File: src/core/flash_seq_map.vh
// Register map, field positions, command codes and timing counts of the command sequencer
`ifndef FLASH_SEQ_MAP_VH
`define FLASH_SEQ_MAP_VH

// ****************************************
// Register offsets
// ****************************************
`define OFS_DIV      4'h0
`define OFS_CTL      4'h1
`define OFS_STAT     4'h2
`define OFS_CMD      4'h3
`define OFS_CAPTURED_ADDRESS_HI 4'h4
`define OFS_CAPTURED_ADDRESS_LO 4'h5
`define OFS_CAPTURED_DATA_HI 4'h6
`define OFS_CAPTURED_DATA_LO 4'h7
`define OFS_TEST_A   4'h8
`define OFS_TEST_D   4'hb

// ****************************************
// Field positions
// ****************************************
`define BIT_BEF      7
`define BIT_CCF      6
`define BIT_PROTECTION_VIOLATION_FLAG    5
`define BIT_ACCESS_ERROR_FLAG   4
`define BIT_DFAULT   3
`define BIT_IEN_BE   7
`define BIT_IEN_CC   6
`define BIT_PRE8     6

// ****************************************
// Command codes and timing
// ****************************************
`define CMD_VERIFY   7'h05
`define CMD_COMPRESS 7'h06
`define CMD_PROGRAM  7'h20
`define CMD_SERASE   7'h40
`define CMD_MERASE   7'h41
`define CMD_ABORT    7'h47
`define LAUNCH_GAP   3'h4
`define VERIFY_EXTRA 18'h0000c
`define CMP_EXTRA    18'h00014
`define SECTOR_MASK  16'hfc00

`endif

File: src/core/flash_command_sequencer.v
// Flash command sequencer: register file, command write sequence and launch queue
`timescale 1ns/10ps
`include "flash_seq_map.vh"
module flash_command_sequencer
#(
	parameter ARRAY_WORDS  = 65536,
	parameter PROG_TICKS   = 30,
	parameter SERASE_TICKS = 4000,
	parameter MERASE_TICKS = 20000
)
(
	input  wire        CLK_I,
	input  wire        RESET_I,
	input  wire        OSC_I,
	input  wire [3:0]  REG_ADDR_I,
	input  wire [7:0]  REG_WDATA_I,
	input  wire        REG_WR_I,
	input  wire        REG_RD_I,
	output reg  [7:0]  REG_RDATA_O,
	input  wire        ARR_WR_I,
	input  wire [15:0] ARR_ADDR_I,
	input  wire [15:0] ARR_WDATA_I,
	input  wire        PROTECTED_I,
	input  wire        DFAULT_I,
	input  wire [15:0] DFAULT_ADDR_I,
	input  wire [5:0]  DFAULT_PAR_I,
	input  wire [15:0] SIG_I,
	output reg  [6:0]  OP_CMD_O,
	output reg  [15:0] OP_ADDR_O,
	output reg  [15:0] OP_DATA_O,
	output wire        OP_BUSY_O,
	output reg         IRQ_O
);

localparam [1:0] SEQ_IDLE = 2'h0;
localparam [1:0] SEQ_ADDR = 2'h1;
localparam [1:0] SEQ_CMD  = 2'h2;

reg  [5:0]  div_val_ff;
reg         pre8_ff;
reg         div_ld_ff;
reg         ien_be_ff;
reg         ien_cc_ff;
reg         bef_ff;
reg         ccf_ff;
reg         protection_violation_flag_ff;
reg         access_error_flag_ff;
reg         dfault_ff;
reg  [1:0]  seq_ff;
reg  [15:0] buf_addr_ff;
reg  [15:0] buf_data_ff;
reg  [6:0]  buf_cmd_ff;
reg         buf_valid_ff;
reg  [2:0]  lcnt_ff;
reg         start_ff;
reg         abort_ff;
reg         abt_pend_ff;
reg  [15:0] cap_addr_ff;
reg  [15:0] cap_data_ff;
reg  [7:0]  nxt_rdata;

wire        tick;
wire        eng_busy;
wire        eng_done;
wire [7:0]  wd = REG_WDATA_I;
wire [6:0]  wcmd = REG_WDATA_I[6:0];
wire        wr_div  = REG_WR_I && (REG_ADDR_I == `OFS_DIV);
wire        wr_ctl  = REG_WR_I && (REG_ADDR_I == `OFS_CTL);
wire        wr_stat = REG_WR_I && (REG_ADDR_I == `OFS_STAT);
wire        wr_cmd  = REG_WR_I && (REG_ADDR_I == `OFS_CMD);
wire        cmd_ok  = (wcmd == `CMD_VERIFY) || (wcmd == `CMD_COMPRESS) ||
                      (wcmd == `CMD_PROGRAM) || (wcmd == `CMD_SERASE) ||
                      (wcmd == `CMD_MERASE) || (wcmd == `CMD_ABORT);
wire        act_run = eng_busy || start_ff;
wire        cmp_run = act_run && (OP_CMD_O == `CMD_COMPRESS);
wire        rd_run  = act_run && (OP_CMD_O == `CMD_VERIFY || OP_CMD_O == `CMD_COMPRESS);
wire        bef_hold = cmp_run || abt_pend_ff;
wire        prot_cmd = (buf_cmd_ff == `CMD_PROGRAM) || (buf_cmd_ff == `CMD_SERASE);

assign OP_BUSY_O = eng_busy;

// ****************************************
// Timing clock and operation timer
// ****************************************
timing_divider u_div
(
	.clk_i  (CLK_I),
	.rst_i  (RESET_I),
	.osc_i  (OSC_I),
	.run_i  (div_ld_ff),
	.pre8_i (pre8_ff),
	.div_i  (div_val_ff),
	.tick_o (tick)
);

op_engine
#(
	.ARRAY_WORDS  (ARRAY_WORDS),
	.PROG_TICKS   (PROG_TICKS),
	.SERASE_TICKS (SERASE_TICKS),
	.MERASE_TICKS (MERASE_TICKS)
)
u_eng
(
	.clk_i   (CLK_I),
	.rst_i   (RESET_I),
	.start_i (start_ff),
	.cmd_i   (OP_CMD_O),
	.data_i  (OP_DATA_O),
	.tick_i  (tick),
	.abort_i (abort_ff),
	.fault_i (DFAULT_I),
	.busy_o  (eng_busy),
	.done_o  (eng_done)
);

// ****************************************
// Read decode
// ****************************************
always @*
begin
	nxt_rdata = 8'h00;
	if (REG_ADDR_I == `OFS_DIV)
		nxt_rdata = {div_ld_ff, pre8_ff, div_val_ff};
	else if (REG_ADDR_I == `OFS_CTL)
		nxt_rdata = {ien_be_ff, ien_cc_ff, 6'h00};
	else if (REG_ADDR_I == `OFS_STAT)
		nxt_rdata = {bef_ff, ccf_ff, protection_violation_flag_ff, access_error_flag_ff, dfault_ff, 3'h0};
	else if (REG_ADDR_I == `OFS_CMD)
		nxt_rdata = {1'b0, buf_cmd_ff};
	else if (REG_ADDR_I == `OFS_CAPTURED_ADDRESS_HI)
		nxt_rdata = cap_addr_ff[15:8];
	else if (REG_ADDR_I == `OFS_CAPTURED_ADDRESS_LO)
		nxt_rdata = cap_addr_ff[7:0];
	else if (REG_ADDR_I == `OFS_CAPTURED_DATA_HI)
		nxt_rdata = cap_data_ff[15:8];
	else if (REG_ADDR_I == `OFS_CAPTURED_DATA_LO)
		nxt_rdata = cap_data_ff[7:0];
	else
		nxt_rdata = 8'h00;
end

// ****************************************
// Register file and sequence control
// ****************************************
always @(posedge CLK_I or posedge RESET_I)
begin
	if (RESET_I)
	begin
		div_val_ff   <= 6'h00;
		pre8_ff      <= 1'b0;
		div_ld_ff    <= 1'b0;
		ien_be_ff    <= 1'b0;
		ien_cc_ff    <= 1'b0;
		bef_ff       <= 1'b1;
		ccf_ff       <= 1'b1;
		protection_violation_flag_ff     <= 1'b0;
		access_error_flag_ff    <= 1'b0;
		dfault_ff    <= 1'b0;
		seq_ff       <= SEQ_IDLE;
		buf_addr_ff  <= 16'h0000;
		buf_data_ff  <= 16'h0000;
		buf_cmd_ff   <= 7'h00;
		buf_valid_ff <= 1'b0;
		lcnt_ff      <= 3'h0;
		start_ff     <= 1'b0;
		abort_ff     <= 1'b0;
		abt_pend_ff  <= 1'b0;
		cap_addr_ff  <= 16'h0000;
		cap_data_ff  <= 16'h0000;
		OP_CMD_O     <= 7'h00;
		OP_ADDR_O    <= 16'h0000;
		OP_DATA_O    <= 16'h0000;
		REG_RDATA_O  <= 8'h00;
		IRQ_O        <= 1'b0;
	end
	else
	begin
		start_ff    <= 1'b0;
		abort_ff    <= 1'b0;
		REG_RDATA_O <= REG_RD_I ? nxt_rdata : 8'h00;
		IRQ_O       <= (bef_ff & ien_be_ff) | (ccf_ff & ien_cc_ff);
		if (lcnt_ff != 3'h0)
			lcnt_ff <= lcnt_ff - 3'h1;
		if (abt_pend_ff && !eng_busy && !abort_ff)
			abt_pend_ff <= 1'b0;

		if (wr_div)
		begin
			div_val_ff <= wd[5:0];
			pre8_ff    <= wd[`BIT_PRE8];
			div_ld_ff  <= 1'b1;
		end
		if (wr_ctl)
		begin
			ien_be_ff <= wd[`BIT_IEN_BE];
			ien_cc_ff <= wd[`BIT_IEN_CC];
		end
		// Clears come first so that a same-cycle hardware set wins
		if (wr_stat && wd[`BIT_PROTECTION_VIOLATION_FLAG])
			protection_violation_flag_ff <= 1'b0;
		if (wr_stat && wd[`BIT_ACCESS_ERROR_FLAG])
		begin
			access_error_flag_ff <= 1'b0;
			dfault_ff <= 1'b0;
		end

		// Buffer empty returns once the gap has run, the queue is free and no compress or abort is pending
		if (!bef_ff && lcnt_ff <= 3'h1 && !buf_valid_ff && !bef_hold)
			bef_ff <= 1'b1;
		if (!ccf_ff && !buf_valid_ff && !act_run && !abt_pend_ff)
			ccf_ff <= 1'b1;

		// Move the queued command into the timer when it is free
		if (buf_valid_ff && !eng_busy && !start_ff)
		begin
			start_ff     <= 1'b1;
			buf_valid_ff <= 1'b0;
			OP_CMD_O     <= buf_cmd_ff;
			OP_ADDR_O    <= 16'h0000;
			OP_DATA_O    <= 16'h0000;
			if (buf_cmd_ff == `CMD_PROGRAM || buf_cmd_ff == `CMD_COMPRESS)
			begin
				OP_ADDR_O <= buf_addr_ff;
				OP_DATA_O <= buf_data_ff;
			end
			else if (buf_cmd_ff == `CMD_SERASE)
				OP_ADDR_O <= buf_addr_ff & `SECTOR_MASK;
		end

		// Step one: array write
		if (ARR_WR_I)
		begin
			if (access_error_flag_ff || protection_violation_flag_ff || ARR_ADDR_I[0] || cmp_run)
			begin
				access_error_flag_ff <= 1'b1;
				seq_ff    <= SEQ_IDLE;
			end
			else
			begin
				buf_addr_ff <= ARR_ADDR_I;
				buf_data_ff <= ARR_WDATA_I;
				cap_addr_ff <= ARR_ADDR_I;
				cap_data_ff <= ARR_WDATA_I;
				seq_ff      <= SEQ_ADDR;
				if (!bef_ff)
				begin
					bef_ff       <= 1'b1;
					buf_valid_ff <= 1'b0;
				end
			end
		end

		// Step two: command write
		if (wr_cmd)
		begin
			if (seq_ff == SEQ_ADDR && cmd_ok && div_ld_ff)
			begin
				buf_cmd_ff <= wcmd;
				seq_ff     <= SEQ_CMD;
			end
			else
			begin
				access_error_flag_ff <= 1'b1;
				seq_ff    <= SEQ_IDLE;
			end
		end

		// Step three: launch or abandon
		if (wr_stat && !wd[`BIT_BEF] && seq_ff != SEQ_IDLE)
		begin
			access_error_flag_ff <= 1'b1;
			seq_ff    <= SEQ_IDLE;
		end
		else if (wr_stat && wd[`BIT_BEF] && seq_ff == SEQ_ADDR)
		begin
			access_error_flag_ff <= 1'b1;
			seq_ff    <= SEQ_IDLE;
		end
		else if (wr_stat && wd[`BIT_BEF] && seq_ff == SEQ_CMD)
		begin
			seq_ff <= SEQ_IDLE;
			if (PROTECTED_I && prot_cmd)
				protection_violation_flag_ff <= 1'b1;
			else
			begin
				bef_ff  <= 1'b0;
				ccf_ff  <= 1'b0;
				lcnt_ff <= `LAUNCH_GAP;
				if (buf_cmd_ff != `CMD_ABORT)
					buf_valid_ff <= 1'b1;
				else if (eng_busy && OP_CMD_O == `CMD_SERASE)
				begin
					// Abort bypasses the queue; the sector is left unerased
					abort_ff    <= 1'b1;
					abt_pend_ff <= 1'b1;
					access_error_flag_ff   <= 1'b1;
				end
			end
		end

		// Completion and double faults; a first fault overrides a signature, a later one does not
		if (eng_done && OP_CMD_O == `CMD_COMPRESS)
			cap_data_ff <= SIG_I;
		if (DFAULT_I)
		begin
			access_error_flag_ff <= 1'b1;
			dfault_ff <= 1'b1;
			if (!dfault_ff)
			begin
				cap_addr_ff <= DFAULT_ADDR_I;
				cap_data_ff <= {10'h000, DFAULT_PAR_I};
			end
		end
		if (DFAULT_I && rd_run)
			seq_ff <= SEQ_IDLE;
	end
end

endmodule // flash_command_sequencer

File: src/core/timing_divider.v
// Timing clock tick generator from the oscillator input
`timescale 1ns/10ps
module timing_divider
(
	input  wire       clk_i,
	input  wire       rst_i,
	input  wire       osc_i,
	input  wire       run_i,
	input  wire       pre8_i,
	input  wire [5:0] div_i,
	output reg        tick_o
);

reg       osc_m_ff;
reg       osc_s_ff;
reg       osc_d_ff;
reg [2:0] pre_ff;
reg [5:0] cnt_ff;
wire      osc_rise = osc_s_ff & ~osc_d_ff;

// ****************************************
// Divide oscillator edges by eight when pre8 is set, then by div plus one
// ****************************************
always @(posedge clk_i or posedge rst_i)
begin
	if (rst_i)
	begin
		osc_m_ff <= 1'b0;
		osc_s_ff <= 1'b0;
		osc_d_ff <= 1'b0;
		pre_ff   <= 3'h0;
		cnt_ff   <= 6'h00;
		tick_o   <= 1'b0;
	end
	else
	begin
		osc_m_ff <= osc_i;
		osc_s_ff <= osc_m_ff;
		osc_d_ff <= osc_s_ff;
		tick_o   <= 1'b0;
		if (run_i && osc_rise)
		begin
			if (pre8_i && pre_ff != 3'h7)
				pre_ff <= pre_ff + 3'h1;
			else
			begin
				pre_ff <= 3'h0;
				if (cnt_ff == div_i)
				begin
					cnt_ff <= 6'h00;
					tick_o <= 1'b1;
				end
				else
					cnt_ff <= cnt_ff + 6'h01;
			end
		end
	end
end

endmodule // timing_divider

File: src/core/op_engine.v
// Operation timer: runs one launched command to its end
`timescale 1ns/10ps
`include "flash_seq_map.vh"
module op_engine
#(
	parameter ARRAY_WORDS  = 65536,
	parameter PROG_TICKS   = 30,
	parameter SERASE_TICKS = 4000,
	parameter MERASE_TICKS = 20000
)
(
	input  wire        clk_i,
	input  wire        rst_i,
	input  wire        start_i,
	input  wire [6:0]  cmd_i,
	input  wire [15:0] data_i,
	input  wire        tick_i,
	input  wire        abort_i,
	input  wire        fault_i,
	output reg         busy_o,
	output reg         done_o
);

localparam [17:0] VER_CYC = ARRAY_WORDS;
localparam [17:0] PRG_T   = PROG_TICKS;
localparam [17:0] SER_T   = SERASE_TICKS;
localparam [17:0] MER_T   = MERASE_TICKS;

reg  [17:0] cnt_ff;
reg         tmode_ff;
wire [16:0] cmp_n = (data_i == 16'h0000) ? 17'h10000 : {1'b0, data_i};

// ****************************************
// Bus-cycle timed reads, tick timed program and erase
// ****************************************
always @(posedge clk_i or posedge rst_i)
begin
	if (rst_i)
	begin
		cnt_ff   <= 18'h00000;
		tmode_ff <= 1'b0;
		busy_o   <= 1'b0;
		done_o   <= 1'b0;
	end
	else
	begin
		done_o <= 1'b0;
		if (start_i)
		begin
			busy_o   <= 1'b1;
			tmode_ff <= 1'b1;
			case (cmd_i)
			`CMD_VERIFY:
			begin
				cnt_ff   <= VER_CYC + `VERIFY_EXTRA;
				tmode_ff <= 1'b0;
			end
			`CMD_COMPRESS:
			begin
				cnt_ff   <= {cmp_n, 1'b0} + `CMP_EXTRA;
				tmode_ff <= 1'b0;
			end
			`CMD_PROGRAM: cnt_ff <= PRG_T;
			`CMD_SERASE:  cnt_ff <= SER_T;
			default:      cnt_ff <= MER_T;
			endcase
		end
		else if (busy_o)
		begin
			// A read-type pass stops dead on an uncorrectable word
			if (abort_i || (fault_i && !tmode_ff))
				busy_o <= 1'b0;
			else if (!tmode_ff || tick_i)
			begin
				if (cnt_ff <= 18'h00001)
				begin
					busy_o <= 1'b0;
					done_o <= 1'b1;
				end
				else
					cnt_ff <= cnt_ff - 18'h00001;
			end
		end
	end
end

endmodule // op_engine

File: config.mk
export PLATFORM = sky130hd
export DESIGN_NAME = flash_command_sequencer
export DESIGN_NICKNAME = d
export VERILOG_FILES = /design/src/core/flash_command_sequencer.v /design/src/core/timing_divider.v /design/src/core/op_engine.v
export VERILOG_INCLUDE_DIRS = /design/src /design/src/core
export SDC_FILE = /design/constraint.sdc
export NUM_CORES = 1
export LEC_CHECK = 0
export ABC_AREA = 1
export BUFFER_PORTS_ARGS = -buffer_cell sky130_fd_sc_hd__buf_2
export CAP_MARGIN = 5
export CORE_MARGIN = 1.5
export CORE_UTILIZATION = 55
export DETAILED_ROUTE_END_ITERATION = 8
export GPL_TIMING_DRIVEN = 0
export PLACE_DENSITY = 0.79
export SLEW_MARGIN = 5
export SYNTH_ARGS = -nofsm -noshare
export SYNTH_HDL_FRONTEND = slang
export SYNTH_HIERARCHICAL = 1
export SYNTH_SLANG_ARGS = --single-unit
File: constraint.sdc
create_clock -name CLK_I -period 5.22 [get_ports CLK_I]
set_input_delay 0.261 -clock CLK_I [delete_from_list [all_inputs] [get_ports CLK_I]]
set_output_delay 0.261 -clock CLK_I [all_outputs]
set_load 0.02 [all_outputs]
==> results.md <==
* Gp weighted congestion at 0.967
* Post-Synth Simple-Gate Area at 34.3%
* Pins over their slew limit at 0
* DR vias at 9058
* Crit path required time at 5.55 ns
* Final nets at 1536
* Detailed-router iteration count before antenna repair at 5
* Ys flop type: dfrtp_1
* Critical-path top delay cell: nor2_2
* CP bufs+invs at 3
* Routed length per instance at 15.9 um
* Synth Warn # at 6
* Worst EP arrival at 2.40 ns
* Port buffer count at 137
* Syn nets at 1377
* Post-synth top area cell: dfrtp_1
* Hold Startpoint: DFAULT_ADDR_I[0]
* Area Overhead vs Synth at 16.9%
* Core area at 16700 um2
* Worst vdd ir at 347 uV
* Reg-to-reg startpoint: dfault_ff$_DFFE_PP0P_
* Startpoint Class: flop
* Place WS at 3.18 ns
* Initial antenna violation count at 3
* Unrepaired setup endpoints after global routing: false
* Top cell type's share of synthesized area at 46.4%
* Top delay family on crit path: buffers and inverters
* Cell Chain, Critical Path: nor2_2 > clkinv_1 > clkbuf_1 > o21ai_0 > inv_1
* Final hold violations at 0
* Outcome: finished clean
* Vias in the first global route at 8542
* Fmax at 482 MHz
* Final setup margin at 3.15 ns
* Clock buffer depth at 2
* Die Area at 18000 um2
* Tcrit/Tclk final at 39.7%
* FP Rows at 47
* Mapped Avg Cell Area at 7.39 um2
* Post-Syn Area at 9440 um2
* CP Class: reg -> reg
* Relative slew slack at 38.8%
* CP peak stage delay at 0.48 ns
* Detailed Route WL at 26600 um
* TritonCTS Sinks at 177
* DRC viols at 0
* Total of max-cap violations at 0
* Hold path depth at 3
* CTS resizes at 0
* Reg2reg path depth at 5
* Crit path capture type: flop
* CTS tree: yes
* Clk slew on worst S/H paths at 0.07 ns
* Initial Util at 56.5%
* Critical Path Fanout Max at 10
* Share of layout cells above drive strength 1 at 17.7%
* GRT Util Overall at 30.6%
* HPWL after DPL at 19700 um
* #FFs+latches synth at 177
* Post-synth EDFFs at 0
* Sequential share of the synthesized area at 47.0%
* Least-Margin Pin Slew at 0.917 ns
* Most frequent cell after synthesis: nand2_1
* Drt first-iter violations at 831
* Synth Area in XOR/XNOR at 0.928%
* Synth top area cells: dfrtp_1, nand2_1, nand3_1, inv_1, nor2_1
* Global-route wire length before repair at 43000 um
* Synth Instances at 1277
* Min-delay worst type: in -> reg
* Vias/cell at 5.42
* Layout Cells excl Fill at 1672
* Fin area at 11000 um2
* H-tree levels at 4
* Endpoint, Worst Hold: cap_addr_ff[0]$_DFF_PP0_
* Yosys cell types at 46
* Pwr dens at 341 nW/um2
* Post-Place Cells at 1635
* Setup violators final at 0
* Die height at 134 um
* Routed Antenna Nets at 0
* Final hold slack at 0.0332 ns
* Adder-cell share of the synthesized area at 1.33%
* DP Area at 10400 um2
* Most frequent cells after synthesis: nand2_1, dfrtp_1, inv_1
* Fraction of registers with async set/reset at 100%
* RR Endpoint: cap_addr_ff[12]$_DFF_PP0_
* DIE WIDTH at 134 um
* Ports at 139
* Worst skew pair latency at 0.44 ns
* Post-synthesis compound-gate area fraction at 7.98%
* Layout Utilization at 66.1%
* Clk root buf: clkbuf_16
* Global route total overflow at 0
* Largest net degree at the start of global routing at 76
* Lkg Pwr at 0.00616 uW
* Largest family of logic cells by synthesized area: simple AND/OR/NAND/NOR gates
* Post-synthesis mux area share at 0.239%
* CTS buffer count at 17
* Flop2flop setup slack at 3.15 ns
* Setup Skew at 0.00847 ns
* Post-route minimum period at 2.07 ns
[metal layers]
layer	track usage, %	wire (um)
met1	43.7	11800
met2	48.8	12300
met3	4.61	1970
met4	8.94	528
met5	0	0
[worst max path at each step]
stage,start,endpoint,slack (ns),cells past startpoint
global placement,RESET_I,OP_DATA_O[9]$_DFFE_PP0P_,-0.44,2
detailed placement,start_ff$_DFF_PP0_,OP_ADDR_O[12]$_DFFE_PP0P_,3.18,7
CTS,start_ff$_DFF_PP0_,OP_ADDR_O[12]$_DFFE_PP0P_,3.16,7
global route,dfault_ff$_DFFE_PP0P_,cap_addr_ff[12]$_DFF_PP0_,2.94,5
finish,dfault_ff$_DFFE_PP0P_,cap_addr_ff[12]$_DFF_PP0_,3.15,5
floorplan,RESET_I,IRQ_O$_DFF_PP0_,1.12,1
[cells by family after synthesis]
group | after synthesis
buffers and inverters | 184
multiplexers | 2
flip-flops | 177
adder cells (fa/ha/maj) | 10
AND/OR/NAND/NOR | 756
XOR/XNOR | 10
AO/OA/AOI/OAI | 138
[through the flow]
step	setup TNS, ns	power (uW)
global route	0	3960
CTS	0	3770
detailed placement	0	2500
finish	0	3760
global placement	-61.70	2470
floorplan	0	2280
[area by class of cell]
| class | count | area [um2] |
|---|---|---|
| Multi-Input combinational cell | 916 | 4230 |
| Clock inverter | 15 | 149 |
| Antenna cell | 3 | 7.51 |
| Clock buffer | 17 | 425 |
| Fill cell | 1488 | 5670 |
| Sequential cell | 177 | 4430 |
| Buffer | 40 | 238 |
| Inverter | 144 | 546 |
| Tap cell | 220 | 275 |
| Timing Repair Buffer | 140 | 733 |
[worst reg2reg max path, delay by kind of cell, from the launching register on]
family / cells / cell delay, ns
compound gates: 1 / 0.22
simple gates: 1 / 0.48
buf+inv: 3 / 0.86
flops: 1 / 0.41
[power by group]
part	internal (uW)	switching (uW)	leakage, uW
clock	673	591	0.000286
sequential	1550	167	0.00230
combinational	310	477	0.00357
[state kept, by name, summed over array words and instances (netlist names), 2 cells and up]
register	count
buf_data_ff	16
u_div/cnt_ff	6
OP_ADDR_O	16
div_val_ff	6
buf_cmd_ff	7
u_div/pre_ff	3
cap_addr_ff	16
lcnt_ff	3
cap_data_ff	16
u_eng/cnt_ff	18
REG_RDATA_O	8
buf_addr_ff	16
OP_CMD_O	7
OP_DATA_O	16
seq_ff	2
[placed cells by master (no fill, tap or decap), types with 4 or more instances in the layout]
cell type | netlist | final
a21oi_1 | 38 | 38
buf_2 | 16 | 153
buf_4 | 4 | 4
buf_6 | 7 | 7
clkbuf_1 | 13 | 13
clkbuf_16 | 0 | 17
clkinv_2 | 0 | 4
dfrtp_1 | 175 | 175
ha_1 | 10 | 10
inv_1 | 135 | 134
inv_2 | 7 | 7
inv_6 | 0 | 7
nand2_1 | 447 | 447
nand2_2 | 4 | 4
nand3_1 | 124 | 124
nand3_2 | 6 | 6
nand4_1 | 18 | 18
nor2_1 | 112 | 112
nor2_2 | 11 | 11
nor3_1 | 7 | 7
o21ai_0 | 76 | 76
o21ai_1 | 5 | 5
o21ai_2 | 6 | 6
or2_2 | 9 | 9
xor2_1 | 10 | 10
[what timing repair did]
| action | 4_1_cts | 5_1_grt |
|---|---|---|
| hold buffers | 2 | 0 |
| hold endpoints to repair | 82 | 0 |
| setup buffers | 0 | 0 |
Note: power is estimated with default switching activity, not from simulation.
